## src/verilog/mtrc_pkg.sv

```systemverilog
// constants for the MAC transmit and receive control registers
//
// Behaviour
// Source select bits [1:0] reset to 0 and route 0 to 10G PCS, 2 to auto-negotiation and 3 to link training.
// Source select value 1 (1G PCS) is unsupported and software must not rely on it.
// Transmit build readback bit 3 is read-only and returns the build transmit local loopback setting.
// Bit 0 of both build readback registers returns the line variant, 0 plain serial, 1 backplane.
// Receive status bit 0 is read-only and is high only while block lock holds without high error rate.
// Receive build readback bit 3 is read-only and returns the build receive local loopback setting.
// Static gap count bits [13:8] reset to 12 and set the gap between transmitted frames.
// A programmed gap below 1 acts as 1 and one above 48 acts as 48.
// Static gap and deficit idle settings apply only when the per-packet gap build value is 0.
// Bit 4 resets to 1 and turns deficit idle gap averaging on when high, off when low.
// Static bit 3 resets to 0 and enables the user lead-in only when the custom lead-in build option is 1.
// Bits [2:0] give lead-in length as words minus one and reset to the build word count value.
// A 48-bit pause source address in a low and a high word, both reset to 0, is used when new-pause is built in.
// Bits [20:17] reset to 0, set the transmit FIFO almost-full threshold and may change during traffic.
// Bit 16 resets to 1 and allows frame transmission while high; while low no data frames are sent.
// Transmit enable is sampled only at packet boundaries so no frame is ever cut short.
// Reserved bits read as zero and ignore writes.
package mtrc_pkg;
	// address layout: paddr[5:4] group, paddr[3:2] register index
	localparam int          ADDR_W      = 6;
	localparam logic [1:0]  GRP_TX_CTRL = 2'h0;
	localparam logic [1:0]  GRP_RX_CTRL = 2'h1;
	localparam logic [1:0]  GRP_MAC_TX  = 2'h2;
	localparam logic [1:0]  IDX_SRC_SEL = 2'h0;
	localparam logic [1:0]  IDX_TX_BLD  = 2'h1;
	localparam logic [1:0]  IDX_RX_STAT = 2'h0;
	localparam logic [1:0]  IDX_RX_BLD  = 2'h1;
	localparam logic [1:0]  IDX_STATIC  = 2'h0;
	localparam logic [1:0]  IDX_PAUSE_LO = 2'h1;
	localparam logic [1:0]  IDX_PAUSE_HI = 2'h2;
	localparam logic [1:0]  IDX_RUN_CFG = 2'h3;

	// line source encodings
	localparam logic [1:0]  SRC_PCS10G  = 2'h0;
	localparam logic [1:0]  SRC_PCS1G   = 2'h1;
	localparam logic [1:0]  SRC_AUTONEG = 2'h2;
	localparam logic [1:0]  SRC_TRAIN   = 2'h3;

	// field positions
	localparam int          BLD_LPBK_BIT   = 3;
	localparam int          BLD_KR_BIT     = 0;
	localparam int          STAT_LOCK_BIT  = 0;
	localparam int          IFG_LSB        = 8;
	localparam int          IFG_MSB        = 13;
	localparam int          DIC_BIT        = 4;
	localparam int          LEADIN_EN_BIT  = 3;
	localparam int          WCM1_MSB       = 2;
	localparam int          PAF_LSB        = 17;
	localparam int          PAF_MSB        = 20;
	localparam int          TX_EN_BIT      = 16;
	localparam int          ADDR_HI_MSB    = 15;

	// reset values
	localparam logic [1:0]  SRC_RST       = 2'h0;
	localparam logic [5:0]  IFG_RST       = 6'h0C;
	localparam logic        DIC_RST       = 1'b1;
	localparam logic        LEADIN_EN_RST = 1'b0;
	localparam logic [3:0]  PAF_RST       = 4'h0;
	localparam logic        TX_EN_RST     = 1'b1;

	// gap clamp limits
	localparam logic [5:0]  IFG_MIN = 6'h01;
	localparam logic [5:0]  IFG_MAX = 6'h30;
endpackage

```

## src/verilog/mtrc_gap_cfg.sv

```systemverilog
// effective inter-frame gap and deficit idle settings
`timescale 1ns/1ps
module mtrc_gap_cfg #(
	parameter int PER_PKT_IFG = 0
) (
	input  wire logic       sys_clk,
	input  wire logic       rst_n,
	input  wire logic [5:0] staticIfg,
	input  wire logic       staticDic,
	input  wire logic [5:0] perPktIfg,
	output logic      [5:0] gapCount,
	output logic            dicEnable
);
	import mtrc_pkg::*;

	logic [5:0] gapCount_q, gapCount_d;
	logic       dicEnable_q, dicEnable_d;

	function automatic logic [5:0] clampGap(input logic [5:0] v);
		if (v < IFG_MIN) return IFG_MIN;
		if (v > IFG_MAX) return IFG_MAX;
		return v;
	endfunction

	always_comb begin
		if (PER_PKT_IFG == 0) begin
			gapCount_d  = clampGap(staticIfg);
			dicEnable_d = staticDic;
		end else begin
			gapCount_d  = clampGap(perPktIfg);
			dicEnable_d = 1'b0;
		end
	end

	always_ff @(posedge sys_clk or negedge rst_n) begin
		if (!rst_n) begin
			gapCount_q  <= IFG_RST;
			dicEnable_q <= DIC_RST;
		end else begin
			gapCount_q  <= gapCount_d;
			dicEnable_q <= dicEnable_d;
		end
	end

	assign gapCount  = gapCount_q;
	assign dicEnable = dicEnable_q;
endmodule

```

## src/verilog/mtrc_regs.sv

```systemverilog
// MAC transmit and receive control register bank on the APB port
`timescale 1ns/1ps
module mtrc_regs #(
	parameter int         DATA_W          = 66,
	parameter bit         BUILD_KR        = 1'b0,
	parameter bit         BUILD_TX_LPBK   = 1'b0,
	parameter bit         BUILD_RX_LPBK   = 1'b0,
	parameter int         PER_PKT_IFG     = 0,
	parameter bit         BUILD_CUSTOM_LEAD_IN = 1'b0,
	parameter logic [2:0] BUILD_LEAD_IN_WORD_COUNT = 3'h1,
	parameter bit         BUILD_NEW_PAUSE = 1'b0
) (
	input  wire logic                      sys_clk,
	input  wire logic                      rst_n,
	input  wire logic                      psel,
	input  wire logic                      penable,
	input  wire logic                      pwrite,
	input  wire logic [mtrc_pkg::ADDR_W-1:0] paddr,
	input  wire logic [31:0]               pwdata,
	output logic      [31:0]               prdata,
	output logic                           pready,
	output logic                           pslverr,
	input  wire logic [DATA_W-1:0]         txPcsData,
	input  wire logic [DATA_W-1:0]         txAutoNegData,
	input  wire logic [DATA_W-1:0]         txTrainData,
	output logic      [DATA_W-1:0]         pmaTxData,
	input  wire logic                      blockLockPin,
	input  wire logic                      highBerPin,
	input  wire logic [5:0]                perPktIfg,
	input  wire logic                      frameStart,
	input  wire logic                      frameEnd,
	output logic      [5:0]                gapCount,
	output logic                           dicEnable,
	output logic                           leadInEnable,
	output logic      [2:0]                leadInWordsMinusOne,
	output logic      [47:0]               pauseSrcAddr,
	output logic      [3:0]                txFifoAfThreshold,
	output logic                           txEnableLive
);
	import mtrc_pkg::*;

	if (DATA_W < 1) begin : g_bad_width
		$error("DATA_W must be at least 1");
	end
	if (PER_PKT_IFG < 0) begin : g_bad_ifg
		$error("PER_PKT_IFG must not be negative");
	end

	// ----------------------------------------------------------------
	// address decode
	// ----------------------------------------------------------------
	function automatic logic hitReg(input logic [ADDR_W-1:0] a,
		input logic [1:0] grp, input logic [1:0] idx);
		return a[5:4] == grp && a[3:2] == idx;
	endfunction

	logic setupPh, writePh;
	assign setupPh = psel && !penable;
	assign writePh = psel && penable && pwrite;

	// ----------------------------------------------------------------
	// software registers
	// ----------------------------------------------------------------
	logic [1:0]  srcSel_q, srcSel_d;
	logic [5:0]  ifg_q, ifg_d;
	logic        dic_q, dic_d;
	logic        leadEn_q, leadEn_d;
	logic [2:0]  wcm1_q, wcm1_d;
	logic [31:0] addrLo_q, addrLo_d;
	logic [15:0] addrHi_q, addrHi_d;
	logic [3:0]  paf_q, paf_d;
	logic        txEn_q, txEn_d;

	always_comb begin
		srcSel_d = srcSel_q;
		ifg_d    = ifg_q;
		dic_d    = dic_q;
		leadEn_d = leadEn_q;
		wcm1_d   = wcm1_q;
		addrLo_d = addrLo_q;
		addrHi_d = addrHi_q;
		paf_d    = paf_q;
		txEn_d   = txEn_q;
		if (writePh) begin
			// only defined fields are stored; other bits are dropped
			if (hitReg(paddr, GRP_TX_CTRL, IDX_SRC_SEL))
				srcSel_d = pwdata[1:0];
			if (hitReg(paddr, GRP_MAC_TX, IDX_STATIC)) begin
				ifg_d    = pwdata[IFG_MSB:IFG_LSB];
				dic_d    = pwdata[DIC_BIT];
				leadEn_d = pwdata[LEADIN_EN_BIT];
				wcm1_d   = pwdata[WCM1_MSB:0];
			end
			if (hitReg(paddr, GRP_MAC_TX, IDX_PAUSE_LO))
				addrLo_d = pwdata;
			if (hitReg(paddr, GRP_MAC_TX, IDX_PAUSE_HI))
				addrHi_d = pwdata[ADDR_HI_MSB:0];
			if (hitReg(paddr, GRP_MAC_TX, IDX_RUN_CFG)) begin
				paf_d  = pwdata[PAF_MSB:PAF_LSB];
				txEn_d = pwdata[TX_EN_BIT];
			end
		end
	end

	always_ff @(posedge sys_clk or negedge rst_n) begin
		if (!rst_n) begin
			srcSel_q <= SRC_RST;
			ifg_q    <= IFG_RST;
			dic_q    <= DIC_RST;
			leadEn_q <= LEADIN_EN_RST;
			wcm1_q   <= BUILD_LEAD_IN_WORD_COUNT;
			addrLo_q <= 32'h00000000;
			addrHi_q <= 16'h0000;
			paf_q    <= PAF_RST;
			txEn_q   <= TX_EN_RST;
		end else begin
			srcSel_q <= srcSel_d;
			ifg_q    <= ifg_d;
			dic_q    <= dic_d;
			leadEn_q <= leadEn_d;
			wcm1_q   <= wcm1_d;
			addrLo_q <= addrLo_d;
			addrHi_q <= addrHi_d;
			paf_q    <= paf_d;
			txEn_q   <= txEn_d;
		end
	end

	// ----------------------------------------------------------------
	// receive lock status
	// ----------------------------------------------------------------
	logic lockS1_q, lockS2_q, berS1_q, berS2_q, lockOk_q, lockOk_d;

	assign lockOk_d = lockS2_q && !berS2_q;

	always_ff @(posedge sys_clk or negedge rst_n) begin
		if (!rst_n) begin
			lockS1_q <= 1'b0;
			lockS2_q <= 1'b0;
			berS1_q  <= 1'b0;
			berS2_q  <= 1'b0;
			lockOk_q <= 1'b0;
		end else begin
			lockS1_q <= blockLockPin;
			lockS2_q <= lockS1_q;
			berS1_q  <= highBerPin;
			berS2_q  <= berS1_q;
			lockOk_q <= lockOk_d;
		end
	end

	// ----------------------------------------------------------------
	// read path, error and ready
	// ----------------------------------------------------------------
	logic [31:0] rdata_q, rdata_d;
	logic        err_q, err_d;
	logic        ready_q;
	logic [31:0] rdMux;
	logic        mapped;

	always_comb begin
		rdMux  = 32'h00000000;
		mapped = 1'b1;
		if (hitReg(paddr, GRP_TX_CTRL, IDX_SRC_SEL))
			rdMux[1:0] = srcSel_q;
		else if (hitReg(paddr, GRP_TX_CTRL, IDX_TX_BLD)) begin
			rdMux[BLD_LPBK_BIT] = BUILD_TX_LPBK;
			rdMux[BLD_KR_BIT]   = BUILD_KR;
		end else if (hitReg(paddr, GRP_RX_CTRL, IDX_RX_STAT))
			rdMux[STAT_LOCK_BIT] = lockOk_q;
		else if (hitReg(paddr, GRP_RX_CTRL, IDX_RX_BLD)) begin
			rdMux[BLD_LPBK_BIT] = BUILD_RX_LPBK;
			rdMux[BLD_KR_BIT]   = BUILD_KR;
		end else if (hitReg(paddr, GRP_MAC_TX, IDX_STATIC)) begin
			rdMux[IFG_MSB:IFG_LSB] = ifg_q;
			rdMux[DIC_BIT]         = dic_q;
			rdMux[LEADIN_EN_BIT]   = leadEn_q;
			rdMux[WCM1_MSB:0]      = wcm1_q;
		end else if (hitReg(paddr, GRP_MAC_TX, IDX_PAUSE_LO))
			rdMux = addrLo_q;
		else if (hitReg(paddr, GRP_MAC_TX, IDX_PAUSE_HI))
			rdMux[ADDR_HI_MSB:0] = addrHi_q;
		else if (hitReg(paddr, GRP_MAC_TX, IDX_RUN_CFG)) begin
			rdMux[PAF_MSB:PAF_LSB] = paf_q;
			rdMux[TX_EN_BIT]       = txEn_q;
		end else
			mapped = 1'b0;
		rdata_d = rdata_q;
		err_d   = err_q;
		if (setupPh) begin
			rdata_d = pwrite ? 32'h00000000 : rdMux;
			err_d   = !mapped;
		end
	end

	always_ff @(posedge sys_clk or negedge rst_n) begin
		if (!rst_n) begin
			rdata_q <= 32'h00000000;
			err_q   <= 1'b0;
			ready_q <= 1'b0;
		end else begin
			rdata_q <= rdata_d;
			err_q   <= err_d;
			ready_q <= 1'b1;
		end
	end

	assign prdata  = rdata_q;
	assign pslverr = err_q;
	assign pready  = ready_q;

	// ----------------------------------------------------------------
	// datapath facing fields
	// ----------------------------------------------------------------
	logic [DATA_W-1:0] pma_q, pma_d;
	logic              leadOut_q, leadOut_d;
	logic [2:0]        wcmOut_q;
	logic [47:0]       pause_q, pause_d;
	logic [3:0]        pafOut_q;

	always_comb begin
		case (srcSel_q)
			SRC_PCS10G:  pma_d = txPcsData;
			SRC_AUTONEG: pma_d = txAutoNegData;
			SRC_TRAIN:   pma_d = txTrainData;
			SRC_PCS1G:   pma_d = '0;
			default:     pma_d = '0;
		endcase
		leadOut_d = BUILD_CUSTOM_LEAD_IN && leadEn_q;
		pause_d   = BUILD_NEW_PAUSE ? {addrHi_q, addrLo_q} : 48'h0;
	end

	always_ff @(posedge sys_clk or negedge rst_n) begin
		if (!rst_n) begin
			pma_q     <= '0;
			leadOut_q <= 1'b0;
			wcmOut_q  <= 3'h0;
			pause_q   <= 48'h0;
			pafOut_q  <= PAF_RST;
		end else begin
			pma_q     <= pma_d;
			leadOut_q <= leadOut_d;
			wcmOut_q  <= wcm1_q;
			pause_q   <= pause_d;
			pafOut_q  <= paf_q;
		end
	end

	assign pmaTxData           = pma_q;
	assign leadInEnable        = leadOut_q;
	assign leadInWordsMinusOne = wcmOut_q;
	assign pauseSrcAddr        = pause_q;
	assign txFifoAfThreshold   = pafOut_q;

	mtrc_gap_cfg #(
		.PER_PKT_IFG (PER_PKT_IFG)
	) u_gap (
		.sys_clk   (sys_clk),
		.rst_n     (rst_n),
		.staticIfg (ifg_q),
		.staticDic (dic_q),
		.perPktIfg (perPktIfg),
		.gapCount  (gapCount),
		.dicEnable (dicEnable)
	);

	mtrc_tx_gate u_gate (
		.sys_clk      (sys_clk),
		.rst_n        (rst_n),
		.cfgEnable    (txEn_q),
		.frameStart   (frameStart),
		.frameEnd     (frameEnd),
		.txEnableLive (txEnableLive),
		.inFrame      ()
	);
endmodule

```

## src/verilog/mtrc_tx_gate.sv

```systemverilog
// transmit enable that only changes between frames
`timescale 1ns/1ps
module mtrc_tx_gate (
	input  wire logic sys_clk,
	input  wire logic rst_n,
	input  wire logic cfgEnable,
	input  wire logic frameStart,
	input  wire logic frameEnd,
	output logic      txEnableLive,
	output logic      inFrame
);
	import mtrc_pkg::*;

	logic live_q, live_d;
	logic inFrame_q, inFrame_d;

	always_comb begin
		// a frame only opens while transmission is allowed
		inFrame_d = inFrame_q;
		if (frameStart && live_q) inFrame_d = 1'b1;
		if (frameEnd) inFrame_d = 1'b0;
		live_d = inFrame_q ? live_q : cfgEnable;
	end

	always_ff @(posedge sys_clk or negedge rst_n) begin
		if (!rst_n) begin
			live_q    <= TX_EN_RST;
			inFrame_q <= 1'b0;
		end else begin
			live_q    <= live_d;
			inFrame_q <= inFrame_d;
		end
	end

	assign txEnableLive = live_q;
	assign inFrame      = inFrame_q;
endmodule
```

## config.mk

```make
export PLATFORM = sky130hd
export DESIGN_NAME = mtrc_regs
export DESIGN_NICKNAME = d
export VERILOG_FILES = /design/src/verilog/mtrc_pkg.sv /design/src/verilog/mtrc_gap_cfg.sv /design/src/verilog/mtrc_regs.sv /design/src/verilog/mtrc_tx_gate.sv
export SDC_FILE = /design/constraint.sdc
export NUM_CORES = 1
export LEC_CHECK = 0
export ABC_AREA = 1
export BUFFER_PORTS_ARGS = -buffer_cell sky130_fd_sc_hd__buf_2
export CELL_PAD_IN_SITES_DETAIL_PLACEMENT = 0
export CELL_PAD_IN_SITES_GLOBAL_PLACEMENT = 1
export CORE_ASPECT_RATIO = 0.5
export CORE_MARGIN = 2
export CORE_UTILIZATION = 29
export DETAILED_ROUTE_END_ITERATION = 12
export PLACE_DENSITY_LB_ADDON = 0.05
export SLEW_MARGIN = 20
export SYNTH_ARGS = -nofsm -noshare
export SYNTH_HDL_FRONTEND = slang
export SYNTH_SLANG_ARGS = --single-unit
```

## constraint.sdc

```tcl
create_clock -name sys_clk -period 1.3 [get_ports sys_clk]
set_input_delay 0 -clock sys_clk [delete_from_list [all_inputs] [get_ports sys_clk]]
set_output_delay 0 -clock sys_clk [all_outputs]
set_load 0.05 [all_outputs]
```

==> results.md <==
* Placed Instances at 1669
* Critical Path, Cell by Cell: buf_2
* Sum Neg Setup Slack at 0 ps
* Number of synthesized flops with an enable pin at 0
* RSZ-0062 raised after global routing: no
* Deepest clock path buffer count at 2
* Grt ovf at 0
* Mapped Area at about 8000 um^2
* Max_cap viols at 0
* Die Y at 122 um
* Worst-case vdd ir drop at 0.000921 V
* Largest net degree at the start of global routing at 46
* DP HPWL at 20800 um
* Worst Hold Endpoint: srcSel_q[1]
* Final setup fails at 0
* Final GP Congestion at 0.825
* H-tree levels at 4
* Hold path startpoint: paddr[5]
* Initial DRC count at 405
* Synth area leaders: dfrtp_1 (55%), nand2_1 (19%), nand3_1 (6.9%)
* DRT Wirelength at 29500 um
* Final hold violations at 0
* Slowest CP cell: dfstp_2
* Lkg Pwr at between 7 and 8 nW
* Fill cells at 2715
* Post-Synthesis Cells at 946
* Asr flop ratio synth at 100%
* Synth Flop Type: dfrtp_1
* Tightest Pin Transition at 786 ps
* Most common cell after layout, fill and taps aside: nand2_1
* Fin cells at 1938
* Max-slew headroom at 47.4%
* IO Port Bufs at around 360
* Status: finished clean
* Final period utilization at 96.4%
* Core area at 27600 um^2
* Dpl cell area at 10400 um^2
* Clock transition at path regs at about 70 ps
* Critical path required time at roughly 1300 ps
* CP top delay family: flip-flops
* DRC viols at 0
* Most frequent cells in the layout: nand2_1 (403), buf_2 (356), dlygate4sd3_1 (235), dfrtp_1 (176), nand3_1 (112)
* Number of global-route vias before repair at 8776
* Starting Density at 29.4%
* Rows at 43
* Crit-path max cell delay at 540 ps
* Drt first pass iters at 7
* Routed len/inst at 15.2 um
* Design Area, Final at roughly 13000 um^2
* Clock Latency Late Sink at 450 ps
* Yosys top cell by area: dfrtp_1
* Hold Worst Slack at 26.5 ps
* Pwr/cell area at 1280 nW/um^2
* Die ar. at 29400 um^2
* Worst reg2reg setup slack at 140 ps
* Worst-path maximum fanout at 3
* Seq cells post-synth at 187
* Worst flop-to-flop path startpoint: srcSel_q[1]
* Die X at 241 um
* Slew Limit Fails at 0
* Worst Path Arrival at 1250 ps
* CTS root buffer: clkbuf_16
* Reg-to-reg critical path endpoint: pmaTxData[27]
* Top cell type's share of synthesized area at a little over half
* Vias at 8326
* CTS tree: yes
* ANT nets after route at 0
* Share of layout cells above drive strength 1 at between 20% and 30%
* Register area share after synthesis at 57.8%
* Nets@finish at 1792
* WHS Path Cells at 4
* Clk_skew at 11.5 ps
* CP Buf/Inv Count at 1
* Reg2reg path depth at 5
* Area grow syn2layout at 64.0%
* First-pass GRT wire length at ~46000 um
* CP Class: flip-flop to primary output
* Max Fclk at 0.798 GHz
* Hold crit path type: input port to flip-flop
* Synth Warn # at 0
* Num CTS Buffers at 17
* GR Util All Layers at 20.4%
* Initial antenna violation count at 2
* Number of distinct library cells after synthesis at 32
* CTS sink count at 187
* Tmin final at 1250 ps
* Critical path startpoint category: flip-flop
* Avg Inst Size Synth at between 8 and 9 um^2
* IO Count at 415
* Vias/cell at roughly 4.3
* Util after Layout at 48.2%
* CP Capture Type: primary output
-- worst max-delay path by stage --
| stage | startpoint | to | slack, ps | cells after the start |
|---|---|---|---|---|
| CTS | u_gate.txEnableLive | txEnableLive | 9 | 1 |
| floorplan | srcSel_q[1] | pmaTxData[0] | 80 | 5 |
| global placement | psel | prdata[10] | -30 | 7 |
| detailed placement | psel | prdata[10] | -50 | 7 |
| global route | u_gate.txEnableLive | txEnableLive | 2 | 1 |
| finish | u_gate.txEnableLive | txEnableLive | 50 | 1 |
-- registers in the layout, indices dropped and copies added (netlist names), 2 cells and up --
name                 count
txFifoAfThreshold        4
pmaTxData               66
srcSel_q                 2
ifg_q                    6
u_gap.gapCount           6
leadInWordsMinusOne      3
prdata                  32
wcm1_q                   3
addrHi_q                16
paf_q                    4
addrLo_q                32
-- cells in the mapped netlist (5+ instances only) --
library cell	count
nand3_1	112
dfstp_2	9
dfrtp_1	178
buf_6	5
buf_4	53
o21ai_0	34
o21ai_1	25
nand2_1	404
nor2_1	15
buf_2	9
clkbuf_1	22
inv_1	41
-- metrics by stage --
stage	power (mW)	setup WS, ps
global placement	11.4	-30.3
floorplan	10.0	80.1
finish	17.0	46.2
CTS	17.2	8.72
detailed placement	11.5	-54.1
global route	17.8	1.53
-- cell families (layout without fill, tap and decap cells) --
| kind of cell | after synthesis | in the layout | synth area share [%] |
|---|---|---|---|
| AOI/OAI and AO/OA | 68 | 68 | 4.36 |
| buffers and inverters | 139 | 699 | 9.52 |
| muxes | 1 | 1 | 0.139 |
| and+or+nand+nor | 549 | 549 | 28.1 |
| DFF | 187 | 187 | 57.8 |
| other | 2 | 52 | 0.0925 |
-- cell type report --
| class | instances | area [um^2] | area share, % |
|---|---|---|---|
| flip-flops and latches | 187 | 4690 | 35.3 |
| repair buffers | 622 | 4550 | 34.2 |
| multi-input cells | 668 | 2860 | 21.5 |
| well taps | 382 | 478 | 3.59 |
| clock buffers | 19 | 453 | 3.40 |
| inverters | 45 | 171 | 1.29 |
| clock inverters | 13 | 106 | 0.799 |
| diodes | 2 | 5.00 | 0.0376 |
-- per-layer routing --
metal | routed length [um] | share of wire (%) | GRT usage [%] | up-vias
met5 | 0 | 0 | 0 | -
met4 | 961 | 3.3 | 9.28 | 0
met3 | 1300 | 4.4 | 4.21 | 62
met2 | 14700 | 50 | 35.2 | 234
met1 | 12500 | 42 | 24.7 | 3957
li1 | - | - | - | 4073
-- repair_timing --
item | in CTS | in global routing
endpoints found under the hold margin | 317 | 0
setup endpoints to repair | 0 | 22
setup buffers | 0 | 0
gates resized for setup | 0 | 2
hold buffers | 235 | 0
-- power breakdown --
group | internal [mW] | total [mW] | switching (mW) | leakage (nW)
Sequential | 6.57 | 6.87 | 0.305 | 2.38
Clock | 2.59 | 5.09 | 2.50 | 0.273
Combinational | 1.59 | 5.02 | 3.43 | 4.37
Total | 10.8 | 17.0 | 6.24 | 7.02
Power figures use the tool's default switching activity.
